`src/verilog/feq_defs.vh`:
```
`ifndef FEQ_DEFS_VH
`define FEQ_DEFS_VH

`define FEQ_ADDR_W          12
`define FEQ_DATA_W          24
`define FEQ_OFF_CENTER      12'h0450
`define FEQ_OFF_SIXTH       12'h0453
`define FEQ_OFF_SEVENTH     12'h0455
`define FEQ_OFF_EIGHTH      12'h0457
`define FEQ_OFF_NINTH       12'h0459
`define FEQ_CENTER_W        24
`define FEQ_OUTER_W         16
`define FEQ_CENTER_COEF_W   18
`define FEQ_OUTER_COEF_W    12
`define FEQ_RESET_VAL       24'h00_0000
`define FEQ_NINTH_MSB       11

`endif

```
`src/verilog/feq_coeff_reg.v`:
```
`include "feq_defs.vh"

module feq_coeff_reg #(
    parameter W = 16
) (
    input  wire         clk_sys_i,
    input  wire         resetn_i,
    input  wire         wr_en_i,
    input  wire [W-1:0] wdata_i,
    output wire [W-1:0] value_o
);
    reg [W-1:0] value_q;

    always @(posedge clk_sys_i or negedge resetn_i)
    begin
        if (!resetn_i)
            value_q <= {W{1'b0}};
        else if (wr_en_i)
            value_q <= wdata_i;
    end

    assign value_o = value_q;
endmodule

```
`src/verilog/feq_chan_b_upper_taps.v`:
```
// The address-and-strobe port was left to the implementer.
`include "feq_defs.vh"

// How it works
// - centre coefficient 18-bit signed, bits 23:18 reserved
// - offset 0x450 feeds channel-B fifth tap
// - offset 0x453 bits 11:0 feed sixth tap
// - offset 0x455 bits 11:0 feed seventh tap
// - offset 0x457 bits 11:0 feed eighth tap
// - offset 0x459 bits 11:0 feed ninth tap
// - ninth tap readback returns MSB as zero
// - channel-B taps apply only in dual mode
module feq_chan_b_upper_taps #(
    parameter ADDR_W = `FEQ_ADDR_W,
    parameter DATA_W = `FEQ_DATA_W
) (
    input  wire                          clk_sys_i,
    input  wire                          resetn_i,
    input  wire [ADDR_W-1:0]             addr_i,
    input  wire [DATA_W-1:0]             wdata_i,
    input  wire                          wr_i,
    input  wire                          rd_i,
    input  wire                          dual_chan_i,
    output reg  [DATA_W-1:0]             rdata_o,
    output reg                           taps_active_o,
    output reg  [`FEQ_CENTER_COEF_W-1:0] tap5_coef_o,
    output reg  [`FEQ_OUTER_COEF_W-1:0]  tap6_coef_o,
    output reg  [`FEQ_OUTER_COEF_W-1:0]  tap7_coef_o,
    output reg  [`FEQ_OUTER_COEF_W-1:0]  tap8_coef_o,
    output reg  [`FEQ_OUTER_COEF_W-1:0]  tap9_coef_o
);
    localparam NOUT = 4;

    wire [`FEQ_CENTER_W-1:0] center_q;
    wire [`FEQ_OUTER_W-1:0]  outer_q [0:NOUT-1];
    wire [`FEQ_ADDR_W-1:0]   outer_off [0:NOUT-1];
    wire                     hit_center;
    wire [NOUT-1:0]          hit_outer;

    assign outer_off[0] = `FEQ_OFF_SIXTH;
    assign outer_off[1] = `FEQ_OFF_SEVENTH;
    assign outer_off[2] = `FEQ_OFF_EIGHTH;
    assign outer_off[3] = `FEQ_OFF_NINTH;

    assign hit_center = (addr_i == `FEQ_OFF_CENTER);

    // reserved bits are stored and read back as written
    feq_coeff_reg #(.W(`FEQ_CENTER_W)) u_center (
        .clk_sys_i (clk_sys_i),
        .resetn_i  (resetn_i),
        .wr_en_i   (wr_i && hit_center),
        .wdata_i   (wdata_i[`FEQ_CENTER_W-1:0]),
        .value_o   (center_q)
    );

    genvar g;
    generate
        for (g = 0; g < NOUT; g = g + 1)
        begin : g_outer
            assign hit_outer[g] = (addr_i == outer_off[g]);
            feq_coeff_reg #(.W(`FEQ_OUTER_W)) u_reg (
                .clk_sys_i (clk_sys_i),
                .resetn_i  (resetn_i),
                .wr_en_i   (wr_i && hit_outer[g]),
                .wdata_i   (wdata_i[`FEQ_OUTER_W-1:0]),
                .value_o   (outer_q[g])
            );
        end
    endgenerate

    // coefficient fields as the datapath sees them; reserved bits stay behind
    wire [`FEQ_CENTER_COEF_W-1:0] center_coef;
    wire [`FEQ_OUTER_COEF_W-1:0]  outer_coef [0:NOUT-1];

    assign center_coef   = center_q[`FEQ_CENTER_COEF_W-1:0];
    assign outer_coef[0] = outer_q[0][`FEQ_OUTER_COEF_W-1:0];
    assign outer_coef[1] = outer_q[1][`FEQ_OUTER_COEF_W-1:0];
    assign outer_coef[2] = outer_q[2][`FEQ_OUTER_COEF_W-1:0];
    assign outer_coef[3] = outer_q[3][`FEQ_OUTER_COEF_W-1:0];

    reg [DATA_W-1:0]             rd_d;
    reg [DATA_W-1:0]             rdata_d;
    reg                          taps_active_d;
    reg [`FEQ_CENTER_COEF_W-1:0] tap5_d;
    reg [`FEQ_OUTER_COEF_W-1:0]  tap6_d;
    reg [`FEQ_OUTER_COEF_W-1:0]  tap7_d;
    reg [`FEQ_OUTER_COEF_W-1:0]  tap8_d;
    reg [`FEQ_OUTER_COEF_W-1:0]  tap9_d;

    // read path: unmapped offsets read as zero
    always @*
    begin
        rd_d = {DATA_W{1'b0}};
        case (addr_i)
            `FEQ_OFF_CENTER:
            begin
                rd_d = center_q;
            end
            `FEQ_OFF_SIXTH:
            begin
                rd_d = {{(DATA_W-`FEQ_OUTER_W){1'b0}}, outer_q[0]};
            end
            `FEQ_OFF_SEVENTH:
            begin
                rd_d = {{(DATA_W-`FEQ_OUTER_W){1'b0}}, outer_q[1]};
            end
            `FEQ_OFF_EIGHTH:
            begin
                rd_d = {{(DATA_W-`FEQ_OUTER_W){1'b0}}, outer_q[2]};
            end
            `FEQ_OFF_NINTH:
            begin
                rd_d = {{(DATA_W-`FEQ_OUTER_W){1'b0}}, outer_q[3]};
                // the stored bit still feeds the tap; only readback loses it
                rd_d[`FEQ_NINTH_MSB] = 1'b0;
            end
            default:
            begin
                rd_d = {DATA_W{1'b0}};
            end
        endcase
    end

    // read data stand for exactly the cycle after the strobe, else zero
    always @*
    begin
        rdata_d = {DATA_W{1'b0}};
        if (rd_i)
            rdata_d = rd_d;
    end

    always @(posedge clk_sys_i or negedge resetn_i)
    begin
        if (!resetn_i)
        begin
            rdata_o <= {DATA_W{1'b0}};
        end
        else
        begin
            rdata_o <= rdata_d;
        end
    end

    // single-channel mode: zeros go out so a stale channel-B set
    // cannot leak into the filter that channel A drives alone
    always @*
    begin
        taps_active_d = 1'b0;
        tap5_d        = {`FEQ_CENTER_COEF_W{1'b0}};
        tap6_d        = {`FEQ_OUTER_COEF_W{1'b0}};
        tap7_d        = {`FEQ_OUTER_COEF_W{1'b0}};
        tap8_d        = {`FEQ_OUTER_COEF_W{1'b0}};
        tap9_d        = {`FEQ_OUTER_COEF_W{1'b0}};
        if (dual_chan_i)
        begin
            taps_active_d = 1'b1;
            tap5_d        = center_coef;
            tap6_d        = outer_coef[0];
            tap7_d        = outer_coef[1];
            tap8_d        = outer_coef[2];
            tap9_d        = outer_coef[3];
        end
    end

    always @(posedge clk_sys_i or negedge resetn_i)
    begin
        if (!resetn_i)
        begin
            taps_active_o <= 1'b0;
        end
        else
        begin
            taps_active_o <= taps_active_d;
        end
    end

    always @(posedge clk_sys_i or negedge resetn_i)
    begin
        if (!resetn_i)
        begin
            tap5_coef_o <= {`FEQ_CENTER_COEF_W{1'b0}};
        end
        else
        begin
            tap5_coef_o <= tap5_d;
        end
    end

    always @(posedge clk_sys_i or negedge resetn_i)
    begin
        if (!resetn_i)
        begin
            tap6_coef_o <= {`FEQ_OUTER_COEF_W{1'b0}};
        end
        else
        begin
            tap6_coef_o <= tap6_d;
        end
    end

    always @(posedge clk_sys_i or negedge resetn_i)
    begin
        if (!resetn_i)
        begin
            tap7_coef_o <= {`FEQ_OUTER_COEF_W{1'b0}};
        end
        else
        begin
            tap7_coef_o <= tap7_d;
        end
    end

    always @(posedge clk_sys_i or negedge resetn_i)
    begin
        if (!resetn_i)
        begin
            tap8_coef_o <= {`FEQ_OUTER_COEF_W{1'b0}};
        end
        else
        begin
            tap8_coef_o <= tap8_d;
        end
    end

    always @(posedge clk_sys_i or negedge resetn_i)
    begin
        if (!resetn_i)
        begin
            tap9_coef_o <= {`FEQ_OUTER_COEF_W{1'b0}};
        end
        else
        begin
            tap9_coef_o <= tap9_d;
        end
    end
endmodule

```
`config.mk`:
```
export PLATFORM = sky130hd
export DESIGN_NAME = feq_chan_b_upper_taps
export DESIGN_NICKNAME = d
export VERILOG_FILES = /design/src/verilog/feq_coeff_reg.v /design/src/verilog/feq_chan_b_upper_taps.v
export VERILOG_INCLUDE_DIRS = /design/src /design/src/verilog
export SDC_FILE = /design/constraint.sdc
export NUM_CORES = 1
export LEC_CHECK = 0
export BUFFER_PORTS_ARGS = -buffer_cell sky130_fd_sc_hd__buf_2
export CAP_MARGIN = 20
export CORE_AREA = 3 3 117 119
export CTS_CLUSTER_DIAMETER = 60
export CTS_CLUSTER_SIZE = 20
export DETAILED_ROUTE_END_ITERATION = 10
export DIE_AREA = 0 0 120 122
export PLACE_DENSITY_LB_ADDON = 0.25
export SETUP_SLACK_MARGIN = 0.02
export SLEW_MARGIN = 20
export SYNTH_ARGS = -nofsm -noshare
export SYNTH_HDL_FRONTEND = slang
export SYNTH_SLANG_ARGS = --single-unit
export TNS_END_PERCENT = 100
```
`constraint.sdc`:
```
create_clock -name clk_sys_i -period 1.25 [get_ports clk_sys_i]
set_input_delay 0.1875 -clock clk_sys_i [delete_from_list [all_inputs] [get_ports clk_sys_i]]
set_output_delay 0.1875 -clock clk_sys_i [all_outputs]
set_load 0.02 [all_outputs]
```
==> run summary, run 1 <==
The most used routing layer in global routing is met2. The share of the cycle needed by the critical path after routing was 1.15. For this run, the post-layout net count is 680. The die covers 0.0146 mm². Static timing analysis puts the maximum clock frequency at 695 MHz. For the max-cap check violation count, the log shows 0. 0 antenna diodes ended up in the layout. The checks that failed: negative setup slack. The tools report the post-placement cell area as 0.00813 mm².

The first global-routing pass estimated 25.4 mm of wire. The met3 track demand over resource came out at 0.0552. The global-route met1 utilization was 0.309. The worst setup path is of the in -> reg kind. Pin placement for this block handled 132 I/O pins. In this run the core area contains 41 standard-cell rows. Setup violations remaining at the end of the flow were counted as 108. The global-route congestion overflow total was 0. The sequential element share of the synthesized area was 0.647.

The library cell with the largest summed area after synthesis is dfrtp_1. Across the whole layout, storage elements account for 0.00448 mm². STA classifies the critical path startpoint as an input port.

The total leakage power was 4.97 nW; the number of buffer cells added on primary ports was 131. Setup repair after global routing could not meet its margin everywhere. The run gives 259 as the violation count after the first detailed-route iteration. Tracing the worst setup path back leads to its startpoint at addr_i[9]. The die span in x was 120 µm. The tightest min-delay check is of the in -> reg type.

The cell chosen for the clock root was clkbuf_16. After clock tree synthesis, the clock-pin slew on the worst setup and hold paths is 0.07 ns. Power spread over the standard cell area amounts to 1320 mW/mm².

The startpoint identified for the worst hold timing path is wdata_i[3]. Pin count of the biggest net entering global routing: 68. The most used flip-flop cell after synthesis is dfrtp_1. VDD sags by at most 0.000774 V. Of all nets on the critical path, the largest fanout is 5. The logs give 16.4 mm for the wire length reported by the detailed router and 0.819 for the last weighted congestion value of the routability-driven placer.

The iteration count of the initial detailed-routing pass is 7. The worst setup path is captured at a register. For the clock sink count, the log shows 179.

Counting the fill cells in the layout gives 828. STA puts the critical path data arrival time at 1.75 ns. The final-report max-slew violation count was 0; the post-synthesis to final-layout area growth was 32.7%. After routing the design area is 0.00919 mm².

Using the TritonRoute via totals, the vias-per-cell ratio works out to 5.39. The total half-perimeter wirelength after legalization and detailed placement was 10.4 mm. For the headroom to the max-slew limit, the log shows 0.355. The setup slack after layout was -0.189 ns; the fraction of layout instances using a drive strength above 1 was 0.534. The mean routed wirelength per cell came out at 19.9 µm. The number of hold-slack violations in the final timing report is 0, and the mean post-synth cell area is 15.2 µm². Measured along the y axis, the die boundary spans 122 µm. After technology mapping, the gate count stands at 455.

The portion of synthesized cell area occupied by the leading cell type works out to 0.647. The number of flops mapped to enable cells by yosys is 0, and the combined global-route utilization of all metal layers is 0.229. The number of antenna violations at the first check in global routing is 0.

Summing all multi-input logic gate instances after layout gives 0.00248 mm². The cell area that synthesis handed to floorplanning was 0.00692 mm². The async set or reset register ratio after synthesis is 1.00, and the post-route antenna net violation count is 0. Starting density of the core: 0.546. For this run, design rule violations remaining after detail routing come to 0. The run gives 0.364 as the met2 track demand over resource in global routing.

In this run the deepest clock path goes through 2 buffers. The maximum clock skew at final layout was 0.00936 ns; the total number of H-tree levels was 4. The logs give 0 for the count of warnings emitted by yosys and 35 for the number of library cell types mapped by synthesis.

TritonCTS built the clock tree. The share of the core filled with cells in the final layout is 0.725. At the pin with the least slew margin, the transition time is 0.967 ns. STA puts the critical path data required time at 1.56 ns. The detailed-route via count was 4,441; the clock latency on the worst-skew pair was 0.43 ns.

Synthesis inferred 179 register bits. The total negative slack came out at -14.00 ns. Ranked by total cell area, the synthesized netlist is headed by dfrtp_1 (65%), mux2_2 (14%), and2_1 (6.7%). The worst path in the final design needs a cycle of 1.44 ns, including I/O delays and setup.

The core area is 0.0127 mm², and the number of buffers inserted during clock tree synthesis is 17. The tools report the worst reg2reg path startpoint as g_outer[1].u_reg.value_o[10]. The run finished, with violations left.

For the number of global-route vias before repair, the log shows 4,727. The number of nets handed over by synthesis was 496. The design draws 0.0121 W.
per-layer routing:
| metal | routed length [µm] | up-vias |
|---|---|---|
| li1 | - | 1969 |
| met5 | 0 | - |
| met4 | 316 | 0 |
| met2 | 7910 | 173 |
| met1 | 7190 | 2267 |
| met3 | 966 | 32 |
cell usage after synthesis, types with 2 or more instances:
cell type and instances:
nor2_1 16, and3_1 2, mux2_4 20, buf_6 6, clkbuf_1 14, a21oi_1 2, a22o_1 15, o21ai_0 2
dfrtp_1 179, buf_2 4, and2_1 74, mux2_2 83, nand2_1 2, a222oi_1 14, nand4_4 2
worst max-delay path, cell delays in order:
cell	delay (ns)
buf_6	0.09
or4b_4	0.60
nor2_8	0.11
and4_4	0.28
clkbuf_16	0.18
mux2_4	0.29
what timing repair did:
action / 4_1_cts / 5_1_grt
setup buffers: 4 / 3
hold buffers: 9 / 0
setup endpoints to repair: 102 / 112
endpoints found under the hold margin: 154 / 0
resized for setup: 31 / 23
pin swaps: 7 / 9
gates cloned: 1 / 2
area by class of cell:
cell class | instances | share of cell area
clock inverter | 14 | 0.0227
inverter | 1 | 0.000409
multi-input combinational | 249 | 0.270
clock buffer | 18 | 0.0478
sequential | 179 | 0.488
tap | 172 | 0.0234
timing repair buffer | 191 | 0.148
worst paths after layout:
check,end,slack (ns),cells past startpoint
worst min-delay path,g_outer[3].u_reg.value_o[3],0.05,2
worst min register to register,rdata_o[23],0.49,1
worst max register to register,rdata_o[10],-0.04,3
worst max-delay path,g_outer[3].u_reg.value_o[6],-0.19,6
max in group asynchronous,g_outer[1].u_reg.value_o[0],0.48,3
min in group asynchronous,tap7_coef_o[1],0.22,2
state kept, by name, summed over array words and instances (netlist names):
register / count
tap6_coef_o: 12
tap8_coef_o: 12
tap9_coef_o: 12
tap5_coef_o: 18
g_outer.u_reg.value_o: 64
taps_active_o: 1
rdata_o: 24
u_center.value_o: 24
tap7_coef_o: 12
power breakdown:
part | switching (W) | internal, W
clock | 0.00217 | 0.00359
sequential | 0.0000106 | 0.00581
combinational | 0.000320 | 0.000188
logic make-up after synthesis:
logic type	share of synthesized area
DFF	0.647
and+or+nand+nor	0.105
muxes	0.178
AOI/OAI and AO/OA	0.0452
buffers and inverters	0.0242
cell usage in the layout (no fill, tap or decap), drive strengths merged:
cell | synthesis | layout
and2 | 75 | 75
nand3 | 1 | 1
a22oi | 1 | 1
or4b | 1 | 1
dlygate4sd3 | 0 | 9
o21ai | 2 | 2
and3 | 2 | 2
mux2 | 103 | 103
a31oi | 1 | 1
a222oi | 14 | 14
nor2 | 17 | 17
dfrtp | 179 | 179
nand4 | 3 | 3
nand2 | 3 | 3
clkinvlp | 0 | 1
nand4bb | 1 | 1
bufinv | 0 | 5
o211ai | 1 | 1
and4 | 1 | 1
clkinv | 0 | 7
nand3b | 1 | 1
nor4 | 2 | 2
nor4bb | 1 | 1
buf | 12 | 180
a22o | 15 | 15
and3b | 1 | 1
or3 | 1 | 1
clkbuf | 14 | 20
inv | 1 | 2
a21oi | 2 | 2
through the flow:
step                      hold WS (ns)  setup slack, ns  instances
final                           0.0528           -0.189        824
after global routing            0.0578           -0.183        824
after CTS                       0.0338           -0.138        819
after detailed placement         0.107           -0.660        773
after global placement           0.105           -0.639        773
after floorplan                 -0.108           -0.562        455
(Power assumes the default switching activity.)
==> run 2, diff against run 1 <==
ABC_AREA = 1   (was not set)
==> run summary, run 2 <==
The mean routed wirelength per cell was 15.1 µm; the violation count after the first detailed-route iteration was 456. After synthesis, the largest family of logic cells by area is simple AND/OR/NAND/NOR gates. In the synthesized netlist the dominant register cell turns out to be dfrtp_1. The max-cap check violation count was 0. The xor and xnor fraction of the mapped netlist area is 0, and the sequential element share of the synthesized area is 0.645.

The last weighted congestion value of the routability-driven placer was 0.857; the number of flip-flops under the largest register name was 64. For the worst-skew pair, the clock arrives at the later sink with an insertion delay of 0.42 ns. dfrtp_1 takes more of the synthesized area than any other cell. The switching share of power was 0.205. Ranked by total cell area, the synthesized netlist is headed by dfrtp_1 (65%), nand2_1 (9.5%), nand3_1 (6.9%). The commonest cells after synthesis are dfrtp_1 (179), nand2_1 (175), inv_1 (96), nand3_1 (96), o21ai_0 (57). The tools report the final-report max-slew violation count as 0. The worst hold path class is in -> reg. The run gives 41 as the number of placement rows. The tools report the capture instance of the worst register-to-register path as rdata_o[5].

The worst register-to-register path has a setup slack of 0.33 ns. The tools report the detailed-routing wirelength on met1 as 6.35 mm. The count of buffers added on input and output ports is 131. Clock-pin slew was measured on the worst setup and hold paths at 0.07 ns.

STA classifies the critical path endpoint as an output pin. The total number of H-tree levels came out at 4. The cell with the largest stage delay on the worst path is dfrtp_1.

The logs give 1,030 for the number of cells after detailed placement and 0.0118 W for the total power. The number of antenna diodes in the final layout is 0. Once detailed placement completed, the half-perimeter wirelength came to 11.0 mm.

The data arrival at the endpoint of the critical path came out at 0.99 ns. The average instance in the mapped netlist occupies 9.41 µm². TritonCTS built the clock tree. Compared with the post-synthesis result, the final layout area differs by 25.2%. The largest stage delay on the critical path came out at 0.40 ns.

Entering global routing, the biggest net connects 79 pins. The number of buffers and inverters on the critical path is 1. The maximum clock skew at final layout was 0.00998 ns.

The worst-path maximum fanout is 1. The power density relative to cell area was 1350 mW/mm²; the overall die area was 0.0146 mm². The tools report the global-route wire length before repair as 26.5 mm. The die span in x is 120 µm, and the maximum frequency from static timing analysis is 849 MHz. The async set or reset register ratio after synthesis was 1.00. In this run the most critical hold path is launched from wdata_i[23]. The net switching component of the power was 0.00241 W; the count of non-filler cells in the finished layout was 1,067. For the combined global-route utilization of all metal layers, the log shows 0.234. The core region is 0.0127 mm².

The number of cells produced by synthesis is 738, and the maximum vdd drop is 0.000872 V. The logs give 0.468 for the clock share of power and 0 for the number of hold-slack violations in the final timing report. The run gives 0.0159 ns as the hold slack.

The sequential power share is 0.495. Cell chosen for the clock root: clkbuf_16. Starting density of the core: 0.548.

The tools report the number of global-route vias before repair as 5,464. For the pin with the worst max-slew slack, the measured transition is 0.463 ns. In this design, the largest share of critical-path delay is due to flip-flops. The worst hold path terminates at u_center.value_o[23]. Cell internal power was estimated by the tool at 0.00936 W. The share of the cycle needed by the critical path after routing is 0.942. The adder-cell share of the synthesized area is 0, and the count of fill cells added during filler insertion is 1,022. The count of nets left with antenna violations once routing finished came out at 0. From bottom edge to top edge, the die measures 122 µm.

The detailed-route via count was 5,418; the fraction of layout instances using a drive strength above 1 was 0.235. Once the clock tree was built, the setup fixing pass inserted 0 buffers. The logs give 0.00694 mm² for the summed instance area of the synthesized netlist and 5 for the iteration count of the initial detailed-routing pass. In the layout the commonest cells are dfrtp_1 (179), nand2_1 (175), buf_2 (130).

The worst path in the final design needs a cycle of 1.18 ns, including I/O delays and setup. The worst register-to-register path has a depth of 4. Post-detailed-route DRC marker count: 0. The number of I/O pins came out at 132.

The share of power burned in combinational logic is 0.037. The synthesized design contains 0 enable-type register cells. Among all cell types in the netlist, the one instantiated most often is dfrtp_1. The multiplexer fraction of the synthesized cell area came out at 0.

The run finished with clean final reports. The simple logic cell fraction of the synthesized area came out at 0.205. Buffers inserted during clock tree synthesis total 17. The total met2 wirelength after detailed routing is 8.30 mm, and the wire length reported by the detailed router is 16.1 mm. For this run, the number of Yosys warnings is 0. The required time of the critical path was 1.06 ns. Wire segments on met3 add up to 1.05 mm in the final route.

Counting along the longest clock path gives a buffer depth of 2. Setup violations remaining at the end of the flow were counted as 0. The compound-gate portion of the synthesized area was 0.0703; the flop and latch count out of synthesis was 179. The net count of the finished layout is 923. The critical path goes through buf_2. The via count normalized by instance count is 5.08, and the clock sink count is 179. The tools report the type of origin of the critical path as a register. In this run the top signal layer used is met4.

Kind of critical path: reg -> out. The worst reg2reg path startpoint was g_outer[3].u_reg.value_o[5]. The library cell used most frequently in the layout, excluding fill and tap cells, is dfrtp_1. Setup repair after global routing left no endpoint under its margin.

The worst hold path depth is 3, and the headroom to the max-slew limit is 0.691. Synthesis produced a netlist with a net count of 779. Yosys mapped the design onto 20 distinct sky130hd cell types. The total leakage power is 5.15 nW. The run gives 0 as the global-route congestion overflow total.

The portion of synthesized cell area occupied by the leading cell type works out to 0.645. The tools report the number of antenna violations at the first check in global routing as 0.
## run 2: cell types whose count changed in the layout (fill, tap and decap cells not counted), moves of 14 or more
cell / delta
o21ai_0: +55
and2_1: -71
mux2_4: -41
a222oi_1: -14
o21ai_1: +23
buf_4: -17
nand2_1: +173
a22o_1: -15
mux2_2: -62
inv_1: +95
nand3_1: +96
nor2_1: +49
## run 2: final cells by class
class / instances / area, µm² / share of cell area
Clock buffer: 25 / 505 / 0.0581
Clock inverter: 7 / 120 / 0.0138
Inverter: 97 / 364 / 0.0419
Multi-Input combinational cell: 423 / 1910 / 0.220
Sequential cell: 179 / 4480 / 0.515
Tap cell: 172 / 215 / 0.0247
Timing Repair Buffer: 164 / 1100 / 0.126
## run 2: timing repair
item | 4_1_cts | 5_1_grt
gates resized for setup | 0 | 0
hold buffers | 5 | 0
hold endpoints to repair | 183 | 0
## run 2: worst max-delay path by stage
| stage | depth (start not counted) | endpoint | from | slack (ns) |
|---|---|---|---|---|
| after floorplan | 9 | u_center.value_o[15] | addr_i[1] | 0.02 |
| after global placement | 10 | rdata_o[3] | addr_i[5] | -0.26 |
| after detailed placement | 11 | rdata_o[3] | addr_i[10] | -0.28 |
| after CTS | 1 | rdata_o[14] | rdata_o[14] | 0.06 |
| after global routing | 1 | rdata_o[14] | rdata_o[14] | 0.03 |
| final | 1 | rdata_o[9] | rdata_o[9] | 0.07 |
## run 2: per-layer routing
metal  track usage  vias up
met5             0        -
met3        0.0608       35
met4        0.0959        0
met1         0.284     2581
met2         0.400      212
li1              -     2590
## run 2: logic make-up after synthesis
group	Yosys count
compound gates	90
buf+inv	136
flops	179
simple gates	333
## run 2: power groups by stage
| stage | clock, W | combinational (W) | sequential (W) |
|---|---|---|---|
| after floorplan | 0 | 0.000118 | 0.00595 |
| after global placement | 0 | 0.000416 | 0.00593 |
| after detailed placement | 0 | 0.000426 | 0.00593 |
| after CTS | 0.00558 | 0.000441 | 0.00583 |
| after global routing | 0.00585 | 0.000483 | 0.00583 |
| final | 0.00551 | 0.000431 | 0.00583 |
## run 2: through the flow
stage | util | setup TNS [ns] | worst slack, ns | cell area, µm²
finish | 0.686 | 0 | 0.0719 | 8700
detailed placement | 0.633 | -15.98 | -0.275 | 8020
global placement | 0.633 | -12.18 | -0.256 | 8020
CTS | 0.686 | 0 | 0.0572 | 8700
floorplan | - | 0 | 0.0223 | 6940
global route | 0.686 | 0 | 0.0297 | 8700
==> run 3, diff against run 2 <==
==> constraint.sdc (replaced) <==
create_clock -name clk_sys_i -period 1.25 [get_ports clk_sys_i]
set_input_delay 0.25 -clock clk_sys_i [delete_from_list [all_inputs] [get_ports clk_sys_i]]
set_output_delay 0.25 -clock clk_sys_i [all_outputs]
set_load 0.02 [all_outputs]
==> run summary, run 3 (synthesized netlist as in run 2, its figures left out) <==
The mean routed wirelength per cell came out at 15.5 µm. The number of buffers and inverters on the critical path works out to 1. The combined global-route utilization of all metal layers was 0.240.

After clock tree synthesis, the clock-pin slew on the worst setup and hold paths is 0.06 ns. The tools report the number of inserted diodes as 0. Gate family responsible for the most delay along the worst path: flip-flops. CTS placed an instance of clkbuf_16 at the clock tree root. The tools report the total leakage power as 5.10 nW. The routed design could run at a clock period as short as 1.23 ns. The number of hold-slack violations in the final timing report is 0, and the global-route wire length before repair is 27.1 mm. The number of flip-flops under the largest register name was 64; the global-route congestion overflow total was 0.

The flow ran to the end, and the final reports show no timing, DRC or antenna violations. The number of cells on the worst reg-to-reg path is 4. The clock tree synthesis step divided the H-tree into 4 levels. Leaving out filler cells and counting taps, the final layout contains 1,064. The clock latency on the worst-skew pair is 0.43 ns.

In the routed layout, each cell is associated on average with a via count of 5.15. In the final routing, the length of wire on met1 measures 6.46 mm. Dividing total power by cell area gives a power density of 1270 mW/mm². The headroom to the max-slew limit was 0.728; the number of buffers inserted during clock tree synthesis was 17.

Walking the worst path, the cells encountered are buf_6. The number of global-route vias before repair is 5,477. The setup slack after layout was 0.0181 ns.

The worst hold path was traced through 3 stages. The logs give 1.00 ns for the required time of the critical path and -0.286 ns for the pre-CTS setup slack. STA classifies the critical path endpoint as an output pin. The routed design uses 8.41 mm of met2 wire. Maximum frequency from static timing analysis: 812 MHz.

Kind of critical path: reg -> out. For the total setup violations reported at the end of the flow, the log shows 0. The run gives 16.5 mm as the wire length reported by the detailed router. The register-to-register setup slack is 0.30 ns, and the detailed-route via count is 5,476. Setup repair after global routing could not meet its margin everywhere. The floorplan step set the die height to 122 µm.

Number of placement rows: 41. The capture instance of the worst register-to-register path was rdata_o[13]. Worst hold path class: in -> reg.

At the pin with the least slew margin, the transition time is 0.407 ns. The finished cells cover 0.00873 mm². The floorplan step defined a die boundary enclosing 0.0146 mm². The layout has 1,001 filler cells. The run gives 0.0127 mm² as the core area. The post-placement cell area was 0.00803 mm²; the clock sink count was 179. The worst-path maximum fanout is 1, and the post-detailed-route DRC marker count is 0. During placement, the flow inserted port buffers numbering 131.

Leaving out fill and tap cells, the most frequent cells in the layout are dfrtp_1 (179), nand2_1 (174), buf_2 (103). Detailed placement finished with a half-perimeter wire length of 11.3 mm. Among all stages on the critical path, the largest delay is contributed by dfrtp_1. The logs give 68 for the pin count of the biggest net entering global routing and 922 for the final layout net count. Max-cap violations in this run came to 0. The clock arrives with 0.00627 ns of skew. The tools report the final-report max-slew violation count as 0. The post-route antenna net violation count was 0; the data arrival at the endpoint of the critical path was 0.98 ns. The share of the cycle needed by the critical path after routing was 0.986. Leaving out fill and tap cells, the most frequent cell in the layout is dfrtp_1. For this run, the detailed router's first-pass iteration total came to 5.

The number of antenna violations at the first check in global routing was 0. The clock passes through at most 2 buffers. The post-CTS setup buffer count came out at 0. The violation count after the first detailed-route iteration was 540.

The startpoint of the worst hold path is wdata_i[18]. The fraction of layout instances using a drive strength above 1 works out to 0.235. Worst reg2reg path startpoint: u_center.value_o[13]. The post-synthesis to final-layout area growth works out to 25.7%. The number of I/O pins is 132, and the last weighted congestion value of the routability-driven placer is 0.896. The uppermost layer routed is met4.

Detailed routing placed a total of 952 µm of wire on met3. The die span in x is 120 µm. The maximum vdd drop is 0.000776 V, and the starting density of the core is 0.548. TritonCTS built the clock tree. The number of cells after detailed placement came out at 1,033. For hold timing, the worst endpoint is u_center.value_o[18]. The worst setup path is launched from a register. The largest stage delay on the critical path came out at 0.41 ns.
run 3: cell types whose count changed in the layout (fill, tap and decap cells not counted), sizes merged:
cell	delta
clkinv	-1
dlygate4sd3	-4
clkinvlp	+1
bufinv	-3
buf	+3
clkbuf	+1
run 3: area by class of cell:
| class | instances | area, µm² | area share |
|---|---|---|---|
| multi-input combinational | 423 | 1920 | 0.220 |
| clock inverter | 4 | 25.0 | 0.00287 |
| tap | 172 | 215 | 0.0247 |
| inverter | 97 | 364 | 0.0417 |
| timing repair buffer | 163 | 1220 | 0.140 |
| sequential | 179 | 4480 | 0.513 |
| clock buffer | 26 | 499 | 0.0572 |
run 3: power breakdown:
part           leakage, nW  switching, W  internal (W)
clock network        0.252       0.00206       0.00272
logic                 2.40      0.000307      0.000127
registers             2.45     0.0000126       0.00582
total                 5.10       0.00238       0.00867
run 3: worst max-delay path by stage:
| stage | start | to | slack [ns] | depth (start not counted) |
|---|---|---|---|---|
| CTS | rdata_o[0] | rdata_o[0] | 0.003 | 1 |
| global route | tap6_coef_o[2] | tap6_coef_o[2] | -0.008 | 1 |
| detailed placement | addr_i[5] | rdata_o[3] | -0.29 | 10 |
| finish | rdata_o[0] | rdata_o[0] | 0.02 | 1 |
| global placement | addr_i[5] | rdata_o[10] | -0.25 | 10 |
| floorplan | addr_i[1] | u_center.value_o[15] | -0.03 | 9 |
run 3: stage by stage:
step	power [W]	setup TNS, ns	utilization	hold WS, ns
after floorplan	0.00607	-0.397	-	-0.0456
after global placement	0.00636	-17.50	0.633	0.0845
after detailed placement	0.00637	-19.65	0.633	0.0852
after CTS	0.0111	0	0.678	0.0464
after global routing	0.0114	-0.00837	0.689	0.0484
final	0.0110	0	0.689	0.0554
run 3: metal layers:
metal	track usage	vias to the layer above
met5	0	-
met1	0.291	2641
met4	0.128	0
met3	0.0501	48
met2	0.406	203
li1	-	2584
run 3: repair_timing:
item                                   4_1_cts  5_1_grt
resized for setup                           12       42
setup endpoints to repair                    6       27
gates cloned                                 0        0
endpoints found under the hold margin      179        0
hold buffers                                 1        0
